[config.mk]
export PLATFORM = sky130hd
export DESIGN_NAME = random_number_source
export DESIGN_NICKNAME = d
export VERILOG_FILES = /design/src/rng_types_pkg.sv /design/src/sample_link_if.sv /design/src/noise_sampler.sv /design/src/random_number_source.sv
export VERILOG_INCLUDE_DIRS = /design/src
export SDC_FILE = /design/constraint.sdc
export NUM_CORES = 1
export LEC_CHECK = 0
export BUFFER_PORTS_ARGS = -buffer_cell sky130_fd_sc_hd__buf_2
export CAP_MARGIN = 10
export CORE_ASPECT_RATIO = 2
export CORE_MARGIN = 2
export CORE_UTILIZATION = 50
export CTS_BUF_LIST = sky130_fd_sc_hd__clkbuf_4 sky130_fd_sc_hd__clkbuf_8
export DETAILED_ROUTE_END_ITERATION = 16
export PLACE_DENSITY = 0.76
export SYNTH_ARGS = -nofsm -noshare
export SYNTH_HDL_FRONTEND = slang
export SYNTH_SLANG_ARGS = --single-unit
[constraint.sdc]
create_clock -name clk -period 2.2 [get_ports clk]
set_clock_uncertainty 0.2 [all_clocks]
set_input_delay 0.11 -clock clk [delete_from_list [all_inputs] [get_ports clk]]
set_output_delay 0.11 -clock clk [all_outputs]
set_load 0.01 [all_outputs]
[src/rng_consts.svh]
// Purpose: offsets, field positions, reset values and timing counts of the random source
// Assumes: 20 MHz system clock
// Notes:   included by bare name; definitions only
`ifndef RNG_CONSTS_SVH
`define RNG_CONSTS_SVH

// ---------------------------------------------------------------
// register offsets within the decode window
// ---------------------------------------------------------------
`define RNG_CFG_OFFSET   12'h000
`define RNG_STAT_OFFSET  12'h004
`define RNG_VAL_OFFSET   12'h008

// ---------------------------------------------------------------
// field positions and reset values
// ---------------------------------------------------------------
`define RNG_GEN_OFF_BIT  2
`define RNG_READY_BIT    0
`define RNG_WORD_WIDTH   16
`define RNG_GEN_OFF_RST  1'h0
`define RNG_READY_RST    1'h0
`define RNG_VALUE_RST    16'h0000
`define RNG_RDATA_RST    32'h0000_0000

// ---------------------------------------------------------------
// bus encodings
// ---------------------------------------------------------------
`define AHB_SIZE_WORD    3'h2
`define AHB_DECODE_BITS  12

// ---------------------------------------------------------------
// timing: least sample period, rounded up to whole clocks
// ---------------------------------------------------------------
`define RNG_SAMPLE_PERIOD_NS 1250
`define RNG_CLK_PERIOD_NS    50
`define RNG_SAMPLE_CYCLES \
  ((`RNG_SAMPLE_PERIOD_NS + `RNG_CLK_PERIOD_NS - 1) / `RNG_CLK_PERIOD_NS)

`endif

[src/rng_types_pkg.sv]
// Purpose: types shared by the random source files
// Assumes: nothing
// Notes:   constants live in rng_consts.svh
package rng_types_pkg;

  // data-phase state of the bus slave
  typedef enum logic [2:0] {
    PH_IDLE,
    PH_OK,
    PH_WAIT,
    PH_ERR1,
    PH_ERR2
  } phase_t;

endpackage

[src/sample_link_if.sv]
// Purpose: carries run control, noise and finished samples between register side and sampler
// Assumes: single clock domain
// Notes:   word is valid in the cycle strobe is high
`timescale 1ns/1ps
interface sample_link_if #(
  parameter int WIDTH = 16
);
  logic             enable;
  logic             noiseBit;
  logic             strobe;
  logic [WIDTH-1:0] word;

  modport producer (input enable, input noiseBit, output strobe, output word);
  modport consumer (output enable, output noiseBit, input strobe, input word);
endinterface

[src/noise_sampler.sv]
// Purpose: gathers noise bits into words at no more than one per sample period
// Assumes: noise bit is synchronous to clk
// Notes:   count and strobe held cleared while not enabled, shift register and word kept, which stands in for the gated clock
`timescale 1ns/1ps
`include "rng_consts.svh"
module noise_sampler
  import rng_types_pkg::*;
#(
  parameter int WIDTH  = `RNG_WORD_WIDTH,
  parameter int PERIOD = `RNG_SAMPLE_CYCLES
) (
  // clock and reset
  input  logic              clk,
  input  logic              rst_n,
  // link to the register side
  sample_link_if.producer   link
);

  localparam int CW = $clog2(PERIOD + 1);
  localparam logic [CW-1:0] LAST = CW'(PERIOD - 1);

  generate
    if (PERIOD < 1 || WIDTH < 2) begin : gen_bad_param
      $error("noise_sampler: PERIOD must be at least 1 and WIDTH at least 2");
    end
  endgenerate

  logic [CW-1:0]    count;
  logic [WIDTH-1:0] shift;
  logic             periodDone;

  assign periodDone = (count == LAST);

  // ---------------------------------------------------------------
  // shift register and period counter
  // ---------------------------------------------------------------
  always_ff @(posedge clk or negedge rst_n) begin
    if (!rst_n) begin
      count       <= '0;
      shift       <= '0;
      link.strobe <= 1'b0;
      link.word   <= '0;
    end else if (!link.enable) begin
      count       <= '0;
      link.strobe <= 1'b0;
    end else begin
      shift       <= {shift[WIDTH-2:0], link.noiseBit};
      count       <= periodDone ? '0 : count + CW'(1);
      link.strobe <= periodDone;
      if (periodDone) begin
        link.word <= shift;
      end
    end
  end

  // ---------------------------------------------------------------
  // checks
  // ---------------------------------------------------------------
  logic [CW-1:0] gap;
  always_ff @(posedge clk or negedge rst_n) begin
    if (!rst_n) begin
      gap <= LAST;
    end else if (link.strobe) begin
      gap <= '0;
    end else if (gap != LAST) begin
      gap <= gap + CW'(1);
    end
  end

  AST_SAMPLE_SPACING: assert property (@(posedge clk) disable iff (!rst_n)
    link.strobe |-> gap == LAST)
    else $error("samples closer than the least sample period");

  AST_OFF_NO_SAMPLE: assert property (@(posedge clk) disable iff (!rst_n)
    !link.enable |=> !link.strobe)
    else $error("sample produced while generator is off");

endmodule

[src/random_number_source.sv]
// Purpose: register-mapped random number source on an AHB-lite slave port
// Assumes: 20 MHz clk, AHB-lite master, noise arrives as one bit per clock
// Notes:   a value read with no sample stalls the bus until one exists
`timescale 1ns/1ps
`include "rng_consts.svh"
module random_number_source
  import rng_types_pkg::*;
#(
  parameter int WIDTH  = `RNG_WORD_WIDTH,
  parameter int PERIOD = `RNG_SAMPLE_CYCLES
) (
  // clock and reset
  input  logic        clk,
  input  logic        rst_n,
  // AHB-lite slave
  input  logic        HSEL,
  input  logic [31:0] HADDR,
  input  logic [1:0]  HTRANS,
  input  logic        HWRITE,
  input  logic [2:0]  HSIZE,
  input  logic [31:0] HWDATA,
  input  logic        HREADY,
  output logic        HREADYOUT,
  output logic        HRESP,
  output logic [31:0] HRDATA,
  // noise source
  input  logic        noiseBit,
  output logic        noiseOscOn
);

  generate
    if (WIDTH != `RNG_WORD_WIDTH) begin : gen_bad_width
      $error("random_number_source: WIDTH must equal the 16-bit value field");
    end
  endgenerate

  // ---------------------------------------------------------------
  // state
  // ---------------------------------------------------------------
  phase_t           phase;
  phase_t           next_phase;
  logic             genOff;
  logic             ready;
  logic             next_ready;
  logic [WIDTH-1:0] randomValue;
  logic             wrCfgPending;

  sample_link_if #(.WIDTH(WIDTH)) link ();

  noise_sampler #(
    .WIDTH  (WIDTH),
    .PERIOD (PERIOD)
  ) u_sampler (
    .clk   (clk),
    .rst_n (rst_n),
    .link  (link)
  );

  // ---------------------------------------------------------------
  // generator control
  // ---------------------------------------------------------------
  assign link.enable   = !genOff;
  assign link.noiseBit = noiseBit;
  assign noiseOscOn    = !genOff;

  // ---------------------------------------------------------------
  // address phase decode
  // ---------------------------------------------------------------
  logic [`AHB_DECODE_BITS-1:0] offset;
  logic                        accept;
  logic                        isCfg;
  logic                        isStat;
  logic                        isVal;
  logic                        mapped;
  logic                        badAccess;
  logic                        valRead;
  logic                        goodRead;
  logic                        takeValue;
  logic [31:0]                 regRead;

  assign offset    = HADDR[`AHB_DECODE_BITS-1:0];
  assign accept    = HSEL && HREADY && HTRANS[1];
  assign isCfg     = (offset == `RNG_CFG_OFFSET);
  assign isStat    = (offset == `RNG_STAT_OFFSET);
  assign isVal     = (offset == `RNG_VAL_OFFSET);
  assign mapped    = isCfg || isStat || isVal;
  assign badAccess = (HSIZE != `AHB_SIZE_WORD) || !mapped;
  assign valRead   = accept && !badAccess && !HWRITE && isVal;
  assign goodRead  = accept && !badAccess && !HWRITE;

  // read value is taken at acceptance if ready, else when ready arrives
  assign takeValue = (valRead && ready) || (phase == PH_WAIT && ready);

  // reserved bits read as zero
  assign regRead = isCfg  ? (32'(genOff) << `RNG_GEN_OFF_BIT) :
                   isStat ? (32'(ready) << `RNG_READY_BIT) :
                   32'h0000_0000;

  // ---------------------------------------------------------------
  // data phase sequencing
  // ---------------------------------------------------------------
  always_comb begin
    next_phase = PH_IDLE;
    unique case (phase)
      PH_WAIT: begin
        next_phase = ready ? PH_OK : PH_WAIT;
      end
      PH_ERR1: begin
        next_phase = PH_ERR2;
      end
      PH_IDLE, PH_OK, PH_ERR2: begin
        if (accept) begin
          if (badAccess) begin
            next_phase = PH_ERR1;
          end else if (valRead && !ready) begin
            next_phase = PH_WAIT;
          end else begin
            next_phase = PH_OK;
          end
        end
      end
    endcase
  end

  assign HREADYOUT = !(phase == PH_WAIT || phase == PH_ERR1);
  assign HRESP     = (phase == PH_ERR1 || phase == PH_ERR2);

  always_ff @(posedge clk or negedge rst_n) begin
    if (!rst_n) begin
      phase        <= PH_IDLE;
      wrCfgPending <= 1'b0;
    end else begin
      phase        <= next_phase;
      wrCfgPending <= accept && !badAccess && HWRITE && isCfg;
    end
  end

  // ---------------------------------------------------------------
  // configuration register
  // ---------------------------------------------------------------
  always_ff @(posedge clk or negedge rst_n) begin
    if (!rst_n) begin
      genOff <= `RNG_GEN_OFF_RST;
    end else if (wrCfgPending) begin
      genOff <= HWDATA[`RNG_GEN_OFF_BIT];
    end
  end

  // ---------------------------------------------------------------
  // sample holding and ready flag
  // ---------------------------------------------------------------
  // a new sample wins over a read clearing the flag in the same cycle
  assign next_ready = genOff         ? 1'b0 :
                      link.strobe    ? 1'b1 :
                      takeValue      ? 1'b0 :
                      ready;

  always_ff @(posedge clk or negedge rst_n) begin
    if (!rst_n) begin
      ready       <= `RNG_READY_RST;
      randomValue <= `RNG_VALUE_RST;
    end else begin
      ready <= next_ready;
      if (link.strobe) begin
        randomValue <= link.word;
      end
    end
  end

  // ---------------------------------------------------------------
  // read data
  // ---------------------------------------------------------------
  always_ff @(posedge clk or negedge rst_n) begin
    if (!rst_n) begin
      HRDATA <= `RNG_RDATA_RST;
    end else if (takeValue) begin
      HRDATA <= {16'h0000, randomValue};
    end else if (goodRead) begin
      HRDATA <= regRead;
    end
  end

  // ---------------------------------------------------------------
  // checks
  // ---------------------------------------------------------------
  AST_NARROW_ERROR: assert property (@(posedge clk) disable iff (!rst_n)
    (accept && HSIZE != `AHB_SIZE_WORD)
      |=> (HRESP && !HREADYOUT) ##1 (HRESP && HREADYOUT))
    else $error("narrow transfer not answered with a two-cycle error");

  AST_WORD_OKAY: assert property (@(posedge clk) disable iff (!rst_n)
    (accept && HSIZE == `AHB_SIZE_WORD && (isCfg || isStat)) |=> (!HRESP && HREADYOUT))
    else $error("word access to config or status not answered okay");

  AST_STALL_WHILE_EMPTY: assert property (@(posedge clk) disable iff (!rst_n)
    (phase == PH_WAIT && !ready) |-> !HREADYOUT)
    else $error("value read completed without a sample");

  AST_FRESH_ON_WAIT: assert property (@(posedge clk) disable iff (!rst_n)
    (phase == PH_WAIT && ready)
      |=> (HREADYOUT && !HRESP && HRDATA[15:0] == $past(randomValue)))
    else $error("stalled read did not return the new sample");

  AST_READ_CLEARS: assert property (@(posedge clk) disable iff (!rst_n)
    (valRead && ready && !link.strobe) |=> (!ready && HRDATA[15:0] == $past(randomValue)))
    else $error("completed value read did not consume the sample");

  AST_SAMPLE_SETS_READY: assert property (@(posedge clk) disable iff (!rst_n)
    (link.strobe && !genOff) |=> (ready && randomValue == $past(link.word)))
    else $error("new sample not latched with ready set");

  AST_OFF_NOT_READY: assert property (@(posedge clk) disable iff (!rst_n)
    (genOff && $past(genOff)) |-> !ready)
    else $error("ready flag high while generator is off");

  AST_STATUS_SHOWS_READY: assert property (@(posedge clk) disable iff (!rst_n)
    (goodRead && isStat) |=> (HRDATA == (32'($past(ready)) << `RNG_READY_BIT)))
    else $error("status read does not show the ready flag");

  AST_UPPER_ZERO: assert property (@(posedge clk) disable iff (!rst_n)
    ($past(takeValue)) |-> (HRDATA[31:16] == 16'h0000))
    else $error("reserved upper bits of the value read non-zero");

  AST_OFF_OSC_DOWN: assert property (@(posedge clk) disable iff (!rst_n)
    genOff |-> (!noiseOscOn && !link.enable))
    else $error("oscillators running while generator is off");

endmodule

### Word-level counts from Yosys, hierarchy flattened

Cells that the tools add are included.

* memories: 0
* flip-flop bits (word level): 92
* input port bits: 75
* memory bits (read-only): 0
* output and inout port bits: 35
* RAM bits: 0
* word-level logic and storage cells: 63
* bits in latches: 0

* shifts and indexed selects: 0
* bitwise gates (word level): 1
* order comparisons: 0
* reductions and logical operators: 28
* mux-type cells: 15
* multiply operators: 0
* divide/modulo/power cells: 0
* add/subtract/negate cells: 1
* eq/ne operators: 8

Operators by type and width (number)
* $mux 32: 2
* $eq 12x3->1 const B: 1
* $eq 12x4->1 const B: 1
* $logic_not 12->1: 1
* $logic_and 1x1->1: 10
* $mux 5: 2
* $pmux 3 s3: 1
* $mux 2: 4
* $eq 3x2->1 const B: 2
* $logic_not 1->1: 6
* $logic_or 1x1->1: 6
* $add 5x1->5 const B: 1
* $eq 5x5->1 const B: 1
* $mux 1: 5
* $eq 3x1->1 const B: 1
* $eq 3x3->1 const B: 1
* $logic_not 3->1: 1
* $mux 3: 1
* $ne 3x2->1 const B: 1
* $reduce_bool 3->1: 1
* $reduce_or 3->1: 1
* $reduce_and 2->1: 1
* $reduce_bool 2->1: 1
* $not 1->1: 1

### Depth between registers and ports, before layout

Gate-level depths: netlist (run 1).

* depth after elaboration: 14
* depth in mapped cells: 7
* mapped depth without buffers: 5

### Cells and area by module

A second synthesis (run 1) with hierarchy kept.

* cells, all modules: 279
* area, all modules: 3397.0 um^2

By module, submodules not included
* random_number_source: cells an instance 182, area each 1856.8 um^2, times used 1
* noise_sampler: cells an instance 97, area each 1540.2 um^2, times used 1

### Worst setup path after synthesis (run 1)

OpenSTA, ideal clock, no wires.

* path type: reg-to-reg
* start: register u_sampler.count[0]
* end: register u_sampler.link.word[10]
* cell stages (with the launch flop): 7
* path buffers: 1
* data arrival time: 1.700 ns
* data required time: 1.875 ns
* slack: 0.175 ns
* setup time: 0.125 ns
* path through: dfrtp_1 -> inv_1 -> ha_1 -> nand4b_1 -> nor2_1 -> buf_2 -> mux2_2

* longest elaborated chain between the ends: 2

RTL lines
* start: declaration: RTL line noise_sampler.sv:28 `logic [CW-1:0] count;`
* start signal: assignment: RTL line noise_sampler.sv:48 `count <= periodDone ? '0 : count + CW'(1);`
* $eq 5x5->1: RTL line noise_sampler.sv:32 `assign periodDone = (count == LAST);`
* $reduce_and 2->1 (no source line)
* end signal: assignment: RTL line noise_sampler.sv:51 `link.word <= shift;`
* end: declaration: RTL line sample_link_if.sv:13 `modport producer (input enable, input noiseBit, output strobe, output word);`

Every way passes these cells.
A chain may end at the register's enable or synchronous reset.

### Worst setup path in the final report (run 1)

* start: input port HADDR[2]
* end: register HRDATA[2]

* longest elaborated chain between the ends: 12

RTL lines
* start: declaration: RTL line random_number_source.sv:17 `input logic [31:0] HADDR,`
* $eq 12x3->1 (no source line) / $logic_not 12->1 (equally long branches)
* $logic_or 1x1->1 (2 in a row): RTL line random_number_source.sv:86 `assign mapped = isCfg || isStat || isVal;`
* $logic_not 1->1: RTL line random_number_source.sv:87 `` assign badAccess = (HSIZE != `AHB_SIZE_WORD) || !mapped; ``
* $logic_or 1x1->1: RTL line random_number_source.sv:87
* $logic_not 1->1: RTL line random_number_source.sv:88, random_number_source.sv:89
* $logic_and 1x1->1 (2 in a row): RTL line random_number_source.sv:88, random_number_source.sv:89
* $logic_and 1x1->1: RTL line random_number_source.sv:88 `assign valRead = accept && !badAccess && !HWRITE && isVal;`
* $logic_and 1x1->1: RTL line random_number_source.sv:92 `assign takeValue = (valRead && ready) || (phase == PH_WAIT && ready);`
* $logic_or 1x1->1: RTL line random_number_source.sv:92
* $mux 32 / $reduce_bool 2->1 (equally long branches)
* end signal: assignment: RTL line random_number_source.sv:175 `` HRDATA <= `RNG_RDATA_RST; ``
* end signal: assignment: RTL line random_number_source.sv:177 `HRDATA <= {16'h0000, randomValue};`
* end signal: assignment: RTL line random_number_source.sv:179 `HRDATA <= regRead;`
* end: declaration: RTL line random_number_source.sv:25 `output logic [31:0] HRDATA,`

Parallel ways exist; a longest one is shown, timed or not. The select of a mux whose other input is x is not followed.

==> results of run 1 <==
[power by group]
| part | internal [mW] | total (mW) | leakage (nW) | switching [mW] |
|---|---|---|---|---|
| clock network | 0.577 | 1.04 | 0.105 | 0.465 |
| registers | 1.41 | 1.43 | 1.05 | 0.0186 |
| logic | 0.0649 | 0.169 | 0.824 | 0.104 |
| total | 2.05 | 2.64 | 1.98 | 0.588 |
[cell type report]
| cell class | count | area [um2] | area share |
|---|---|---|---|
| clock inverters | 4 | 48.80 | 0.01282 |
| multi-input cells | 166 | 1169 | 0.3070 |
| well taps | 86 | 107.6 | 0.02827 |
| inverters | 20 | 75.07 | 0.01972 |
| flip-flops and latches | 76 | 1902 | 0.4997 |
| clock buffers | 11 | 151.4 | 0.03978 |
| repair buffers | 56 | 352.8 | 0.09270 |
[layout by cell type, fill, tap and decap left out, drive strengths merged, types with 3 or more instances in the layout]
cell,count
a21oi,3
buf,47
clkbuf,11
clkinv,3
conb,16
dfrtp,76
dlygate4sd3,9
inv,20
mux2,35
mux2i,14
nand2,33
nand2b,5
nand3,6
nor2,11
nor4,5
o21ai,19
[cell usage after synthesis]
library cell,number
nor4_1,2
nor3_1,2
xor2_1,2
dlymetal6s2s_1,1
buf_6,2
nor4_2,1
o21ai_0,18
a21oi_1,3
xnor2_1,1
nor3b_1,1
nand3_1,6
or4_1,1
nand2b_1,5
nand4_1,1
nor2_1,11
nand4b_1,2
a211oi_1,2
o221ai_1,1
mux2_2,33
ha_1,2
nor4_4,2
nand2_1,33
a21o_1,1
o21ai_2,1
or3_1,1
inv_1,20
buf_4,16
mux2i_1,14
dfrtp_1,76
clkbuf_1,6
mux2_4,2
conb_1,1
buf_2,1
and3_1,1
a31oi_1,1
[critical path: stages]
cell and delay, ns:
dlygate4sd3_1 0.54, buf_2 0.17, a211oi_1 0.22, nand4_1 0.14, or3_1 0.38, mux2_4 0.32, mux2_4 0.25
[flip-flops by register name, indices dropped and copies added (netlist names)]
name / count
HRDATA: 16
randomValue: 16
ready: 1
u_sampler.link.word: 16
genOff: 1
u_sampler.count: 5
u_sampler.link.strobe: 1
u_sampler.shift: 16
wrCfgPending: 1
phase: 3
[stage by stage]
step                worst slack (ns)  instance area, um2
floorplan                     0.1753                3319
global placement              0.1732                3507
detailed placement            0.1691                3507
CTS                           0.1339                3797
global route                0.005688                3806
finish                        0.1068                3806
[layer usage]
| metal | track usage | vias up | part of all wire |
|---|---|---|---|
| met1 | 0.1807 | 998 | 0.40 |
| met3 | 0.04595 | 9 | 0.045 |
| met4 | 0.08967 | 0 | 0.028 |
| met5 | 0 | - | 0 |
| li1 | - | 990 | - |
| met2 | 0.2779 | 52 | 0.53 |
[cell families (layout without fill, tap and decap cells)]
group	after synthesis	after routing	share of synthesized area
compound gates	27	27	0.04640
other cells	1	16	0.001149
xor+xnor	3	3	0.008054
simple gates	69	69	0.1089
flops	76	76	0.5828
mux	49	49	0.1660
buf+inv	46	91	0.07899
fa+ha+maj	2	2	0.007667
[repair_timing]
| action | CTS | global route |
|---|---|---|
| hold buffers | 9 | 0 |
| resized for setup | 0 | 1 |
| setup endpoints to repair | 0 | 10 |
| endpoints found under the hold margin | 81 | 0 |
[worst paths after layout]
| path | endpoint | slack (ns) | depth (start not counted) |
|---|---|---|---|
| setup reg to reg | u_sampler.link.word[8]$_DFFE_PN0P_ | 0.35 | 6 |
| max in group asynchronous | u_sampler.link.word[10]$_DFFE_PN0P_ | 0.91 | 3 |
| setup / recovery | HRDATA[2]$_DFFE_PN0P_ | 0.11 | 7 |
| min in group asynchronous | HRDATA[13]$_DFFE_PN0P_ | 0.11 | 3 |
| hold reg to reg | genOff$_DFFE_PN0P_ | 0.26 | 1 |
| hold / removal | phase[1]$_DFF_PN0_ | 0.07 | 5 |
==> flow_summary_export.csv, run 1 <==
group,metric,value,unit
worst_setup_path,worstSetupStartpoint,"HADDR[2]",
finish,num_antenna_cells,0,
grt,antenna_found_initial,0,
power_and_ir_drop,power,2.639,mW
logic_synthesis,postSynthAreaPerCell,11.95,um2
logic_synthesis,synth_seq_cells,76,
drt,drtIter0Drc,91,
finish,finalNetCount,406,
flow_run,cap_violations,0,
grt,grt_pass1_vias,2020,
worst_hold_path,worstHoldStart,"HREADY",
finish,final_cells,419,
floorplanning,core,6310,um2
logic_synthesis,synth_top_cell_by_area,"dfrtp_1",
floorplanning,initial_core_util,0.5172,
drt,via_per_inst,4.890,
finish,syn_to_final_growth,16.64,%
finish,layout-drive-gt1-share,0.3033,
power_and_ir_drop,p_leak,1.981,nW
drt,vias,2049,
worst_setup_path,path_max_fanout,6,
clocking,cts_sinks,76,
grt,grt_use_total,0.1666,
clocking,clk_latency,0.34,ns
worst_setup_path,path_class,"in2reg",
clocking,path_clk_slew,0.07,ns
drt,wl_per_cell,12.70,um
timing,final_hold_viol_count,0,
logic_synthesis,synth_area_leaders,"dfrtp_1, mux2_2, mux2i_1",
placed_design,port_buffers,41,
worst_setup_path,cp-start-kind,"input pin",
timing,grt_setup_unrepaired,"false",
drt,ant_nets,0,
timing,period_needed,2.093,ns
clocking,cts_buffer_depth,2,
logic_synthesis,ys_seq_area_frac,0.5828,
grt,grt_pass1_wl,9018,um
clocking,cts_setup_buffers,0,
timing,setup_viol,0,
timing,hold_slack,0.07180,ns
drt,drc,0,
finish,final_core_util,0.6032,
drt,drtPass1Iterations,4,
logic_synthesis,ys_types,35,
floorplanning,dieArea,7228,um2
floorplanning,dieWidth,61.13,um
timing,period_share,0.9515,
floorplanning,chipHeight,118.2,um
power_and_ir_drop,powerDensity,693.4,nW/um2
floorplanning,rows,41,
logic_synthesis,postSynthCellCount,273,
timing,finalMaxSlewViolations,0,
worst_setup_path,r2r-start,"u_sampler.count[0]$_DFF_PN0_",
worst_setup_path,cp.required,2.23,ns
clocking,cts_root_buf,"clkbuf_8",
logic_synthesis,synth_warnings,0,
logic_synthesis,mappedNetlistArea,3263,um2
placed_design,dp.cells,395,
clocking,cts_buffers,9,
grt,grt_overflow,0,
worst_setup_path,crit_path_end_kind,"register",
power_and_ir_drop,irDropWorstVdd,441.8,uV
timing,fin_setup_tns,0,ns
worst_setup_path,arrival,2.13,ns
grt,grt_start_max_net_pins,68,
floorplanning,ios,110,
finish,num-fill-cells,525,
placed_design,dp_hpwl,3770,um
drt,drt-total-wl,5322,um
outcome,status,"completed",
timing,max_freq,477.7,MHz
clocking,h-tree-depth,3,
logic_synthesis,synth_top_area_frac,0.5828,
placed_design,gp_congestion,0.7985,
worst_hold_path,hold_path.class,"in2reg",
clocking,cts_tree,"done",
Note: power is estimated with default switching activity, not from simulation.
==> inputs of run 2 (changes only) <==
--- a/config.mk
+++ b/config.mk
@@ -13,6 +13,7 @@
 export CORE_UTILIZATION = 50
 export CTS_BUF_LIST = sky130_fd_sc_hd__clkbuf_4 sky130_fd_sc_hd__clkbuf_8
 export DETAILED_ROUTE_END_ITERATION = 16
+export HOLD_SLACK_MARGIN = 0.12
 export PLACE_DENSITY = 0.76
 export SYNTH_ARGS = -nofsm -noshare
 export SYNTH_HDL_FRONTEND = slang
==> run 2 against run 1 <==
Effect of this change:
- worst hold slack improved by 0.11 ns
- via count increased by 0.68%
- first-iteration DRC count up 1.1%
- sequential cell count unchanged
- routed wire length grew 0.56%
- critical endpoint unchanged
- largest cell class unchanged
- power is 0.17% higher
- sequential power hardly changed
==> flow_summary_export.csv, run 2 (synthesis gave the netlist of run 1 again) <==
group,metric,value,unit
outcome,status,"completed",
worst_setup_path,crit_chain,"dlygate4sd3_1 > buf_2 > a211oi_1 > nand4_1 > or3_1 > mux2_4 > mux2_4",
worst_hold_path,worstHoldStart,"HSIZE[2]",
worst_setup_path,crit_family,"buffers and inverters",
placed_design,dp_hpwl,3770,um
power_and_ir_drop,powerDensity,687.3,nW/um2
timing,hold_slack,0.1802,ns
worst_setup_path,cp_num_buf_inv,2,
worst_setup_path,cp.required,2.23,ns
clocking,cts_sinks,76,
floorplanning,core,6310,um2
timing,max_freq,479.3,MHz
finish,finalNetCount,410,
clocking,clk_latency,0.34,ns
clocking,cts_setup_buffers,0,
floorplanning,dieArea,7228,um2
finish,syn_to_final_growth,17.87,%
worst_setup_path,r2r_slack,0.35,ns
drt,ant_nets,0,
clocking,path_clk_slew,0.07,ns
grt,grt_use_total,0.1679,
clocking,cts_tree,"done",
worst_setup_path,path_max_fanout,6,
drt,drtPass1Iterations,4,
worst_hold_path,holdPathEnd,"phase[1]$_DFF_PN0_",
worst_setup_path,r2r-start,"u_sampler.count[0]$_DFF_PN0_",
worst_setup_path,cp-start-kind,"input pin",
clocking,cts_root_buf,"clkbuf_8",
timing,finalMaxSlewViolations,0,
timing,grt_setup_unrepaired,"false",
worst_setup_path,reg2reg_to,"u_sampler.link.word[8]$_DFFE_PN0P_",
finish,final_common_cell,"dfrtp_1",
timing,fin_setup_tns,0,ns
floorplanning,rows,41,
grt,grt_start_max_net_pins,68,
worst_setup_path,crit_path_end_kind,"register",
placed_design,gp_congestion,0.7985,
timing,period_share,0.9484,
worst_setup_path,arrival,2.12,ns
drt,drtIter0Drc,92,
clocking,h-tree-depth,3,
drt,vias,2063,
finish,layout-drive-gt1-share,0.2997,
power_and_ir_drop,p_leak,1.995,nW
worst_hold_path,hold-path-cell-count,6,
worst_setup_path,crit_top_cell,"mux2_4",
grt,grt_pass1_wl,9101,um
drt,drt-total-wl,5352,um
finish,final_core_util,0.6096,
floorplanning,ios,110,
timing,setup_viol,0,
clocking,cts_buffers,9,
finish,num_antenna_cells,0,
worst_setup_path,path_class,"in2reg",
timing,final_hold_viol_count,0,
floorplanning,chipHeight,118.2,um
worst_setup_path,r2r_cells,6,
grt,grt_overflow,0,
worst_hold_path,hold_path.class,"in2reg",
finish,layout.cells.most_common_list,"dfrtp_1, buf_2, nand2_1, mux2_2, inv_1",
drt,wl_per_cell,12.65,um
worst_setup_path,crit_slowest_cell,"dlygate4sd3_1",
floorplanning,dieWidth,61.13,um
placed_design,port_buffers,41,
grt,grt_pass1_vias,2032,
floorplanning,initial_core_util,0.5172,
timing,period_needed,2.087,ns
flow_run,cap_violations,0,
power_and_ir_drop,irDropWorstVdd,441.4,uV
worst_setup_path,critPathMaxStageDelay,0.54,ns
drt,drc,0,
drt,via_per_inst,4.877,
grt,antenna_found_initial,0,
clocking,cts_buffer_depth,2,
==> run 2: cell count changes in the layout (fill, tap and decap cells not counted) <==
cell,before,now
dlygate4sd3_1,9,13
==> run 2: power by group <==
group / leakage (nW) / switching (mW) / internal, mW
Clock: 0.105 / 0.463 / 0.577
Sequential: 1.05 / 0.0188 / 1.41
Combinational: 0.838 / 0.106 / 0.0692
==> run 2: cell type report <==
cell class | count | area (um2)
clock inverter | 4 | 48.80
multi-input combinational | 166 | 1169
clock buffer | 11 | 151.4
fill | 520 | 2464
inverter | 20 | 75.07
tap | 86 | 107.6
sequential | 76 | 1902
timing repair buffer | 60 | 392.9
==> run 2: tightest hold or removal path, delay by kind of cell <==
kind | cells | cell delay (ns)
simple gates | 3 | 0.27
compound gates | 2 | 0.23
buf+inv | 1 | 0.08
==> run 2: repair_timing <==
item / 4_1_cts / 5_1_grt
hold endpoints to repair: 83 / 0
gates resized for setup: 0 / 1
setup endpoints to repair: 0 / 10
hold buffers: 13 / 0
==> run 2: stage by stage <==
step | cell area, um2 | power, mW | setup WS (ns) | std cells
CTS | 3837 | 2.677 | 0.1339 | 423
floorplan | 3319 | 1.554 | 0.1753 | 288
finish | 3846 | 2.644 | 0.1134 | 423
detailed placement | 3507 | 1.615 | 0.1691 | 395
global placement | 3507 | 1.611 | 0.1732 | 395
global route | 3846 | 2.762 | 0.005688 | 423
==> run 2: worst max-delay path by stage <==
stage               slack, ns                         start  depth (start not counted)                             endpoint
CTS                      0.13                      HADDR[3]                          7                HRDATA[2]$_DFFE_PN0P_
global route            0.006                      HADDR[6]                          8               HRDATA[13]$_DFFE_PN0P_
detailed placement       0.17                      HADDR[9]                          7               HRDATA[13]$_DFFE_PN0P_
finish                   0.11                      HADDR[2]                          7                HRDATA[2]$_DFFE_PN0P_
floorplan                0.18  u_sampler.count[0]$_DFF_PN0_                          6  u_sampler.link.word[10]$_DFFE_PN0P_
global placement         0.17                      HADDR[5]                          7               HRDATA[10]$_DFFE_PN0P_
==> run 2: metal layers <==
layer	routed length (um)	part of all wire	GRT usage
met3	240	0.045	0.04595
met4	151	0.028	0.08967
met2	2821	0.53	0.2793
met1	2139	0.40	0.1836
met5	0	0	0
==> inputs of run 3 (changes only) <==
--- a/config.mk
+++ b/config.mk
@@ -10,11 +10,11 @@
 export CAP_MARGIN = 10
 export CORE_ASPECT_RATIO = 2
 export CORE_MARGIN = 2
-export CORE_UTILIZATION = 50
+export CORE_UTILIZATION = 27
 export CTS_BUF_LIST = sky130_fd_sc_hd__clkbuf_4 sky130_fd_sc_hd__clkbuf_8
 export DETAILED_ROUTE_END_ITERATION = 16
 export HOLD_SLACK_MARGIN = 0.12
-export PLACE_DENSITY = 0.76
+export PLACE_DENSITY = 0.45
 export SYNTH_ARGS = -nofsm -noshare
 export SYNTH_HDL_FRONTEND = slang
 export SYNTH_SLANG_ARGS = --single-unit
==> run 3 against run 2 <==
Effect of this change:
- largest power group unchanged
- setup slack lost 0.061 ns
- maximum frequency shrank 2.9%
- worst hold slack lost 0.051 ns
==> flow_summary_export.csv, run 3 (synthesis gave the netlist of run 1 again) <==
group,metric,value,unit
worst_setup_path,cp-start-kind,"input pin",
timing,period_share,0.9763,
clocking,cts_sinks,76,
timing,final_hold_viol_count,0,
worst_setup_path,path_max_fanout,5,
finish,syn_to_final_growth,22.62,%
drt,wl_per_cell,12.48,um
grt,grt_pass1_wl,10220,um
drt,drt-total-wl,6064,um
timing,period_needed,2.148,ns
floorplanning,ios,110,
timing,hold_slack,0.1290,ns
timing,fin_setup_tns,0,ns
placed_design,port_buffers,41,
drt,drc,0,
drt,drtIter0Drc,111,
worst_setup_path,cp.required,2.28,ns
finish,final_core_util,0.3399,
power_and_ir_drop,p_leak,2.010,nW
drt,vias,2098,
timing,max_freq,465.6,MHz
drt,ant_nets,0,
finish,layout.cells.most_common_list,"dfrtp_1, buf_2, nand2_1, mux2_2, inv_1",
placed_design,dp_hpwl,4141,um
power_and_ir_drop,power,2.764,mW
drt,via_per_inst,4.317,
worst_setup_path,arrival,2.22,ns
clocking,cts_root_buf,"clkbuf_8",
placed_design,gp_congestion,0.7338,
floorplanning,dieArea,13030,um2
timing,fin_ws,0.05203,ns
floorplanning,core,11770,um2
finish,final_common_cell,"dfrtp_1",
worst_setup_path,path_class,"in2reg",
finish,fin_area,4001,um2
placed_design,dpl_cell_area,3596,um2
finish,layout-drive-gt1-share,0.3079,
timing,grt_setup_unrepaired,"false",
timing,setup_viol,0,
grt,grt_start_max_net_pins,77,
grt,antenna_found_initial,0,
power_and_ir_drop,powerDensity,690.7,nW/um2
worst_hold_path,hold_path.class,"in2reg",
drt,drtPass1Iterations,4,
flow_run,cap_violations,0,
grt,grt_pass1_vias,2109,
clocking,clk_latency,0.35,ns
clocking,cts_tree,"done",
floorplanning,chipHeight,159.5,um
grt,grt_overflow,0,
finish,finalNetCount,413,
finish,num_antenna_cells,0,
worst_setup_path,r2r_slack,0.31,ns
worst_setup_path,crit_path_end_kind,"register",
floorplanning,initial_core_util,0.2772,
clocking,cts_buffers,9,
floorplanning,dieWidth,81.74,um
power_and_ir_drop,irDropWorstVdd,286.3,uV
clocking,cts_buffer_depth,2,
clocking,h-tree-depth,3,
outcome,status,"completed",
clocking,path_clk_slew,0.07,ns
placed_design,pre_cts_ws,0.1189,ns
floorplanning,rows,56,
grt,grt_use_total,0.1019,
placed_design,dp.cells,454,
finish,final_cells,486,
timing,finalMaxSlewViolations,0,
## run 3: changes by cell type in the layout (fill, tap and decap cells not counted), sizes merged
cell and delta:
dlygate4sd3 +3, clkinvlp +2, bufinv +1, clkbuf -1, clkinv -1
## run 3: cell type report
| class | instances | area (um2) |
|---|---|---|
| multi-input combinational | 166 | 1185 |
| clock inverter | 6 | 88.84 |
| inverter | 20 | 75.07 |
| tap | 145 | 181.4 |
| fill | 1182 | 7770 |
| clock buffer | 10 | 131.4 |
| timing repair buffer | 63 | 437.9 |
| sequential | 76 | 1902 |
## run 3: power breakdown
group	leakage [nW]	internal, mW	switching, mW	total, mW
logic	0.852	0.0723	0.110	0.183
clock network	0.106	0.651	0.503	1.15
registers	1.05	1.41	0.0192	1.43
## run 3: timing repair
action / 4_1_cts / 5_1_grt
endpoints found under the setup margin: 0 / 12
hold buffers: 16 / 0
setup buffers: 0 / 0
resized for setup: 0 / 4
hold endpoints to repair: 84 / 0
## run 3: path summary, 6_finish.rpt
kind                                   startpoint                            to  cells past startpoint
hold reg to reg            wrCfgPending$_DFF_PN0_            genOff$_DFFE_PN0P_                      1
hold / removal                           HADDR[1]            phase[1]$_DFF_PN0_                      6
max in group asynchronous                   rst_n   randomValue[15]$_DFFE_PN0P_                      4
setup reg to reg               phase[2]$_DFF_PN0_         HRDATA[0]$_DFFE_PN0P_                      5
min in group asynchronous                   rst_n  u_sampler.count[1]$_DFF_PN0_                      4
setup / recovery                         HADDR[3]        wrCfgPending$_DFF_PN0_                      6
## run 3: critical path: stages
cell	delay (ns)
dlygate4sd3_1	0.53
buf_2	0.15
nand2b_1	0.13
dlygate4sd3_1	0.56
nor4_2	0.15
dlygate4sd3_1	0.59
## run 3: per-layer routing
metal | track usage | vias up | part of all wire
li1 | - | 1009 | -
met1 | 0.1214 | 1028 | 0.41
met2 | 0.1696 | 55 | 0.53
met3 | 0.01701 | 6 | 0.044
met4 | 0.05455 | 0 | 0.020
met5 | 0 | - | 0
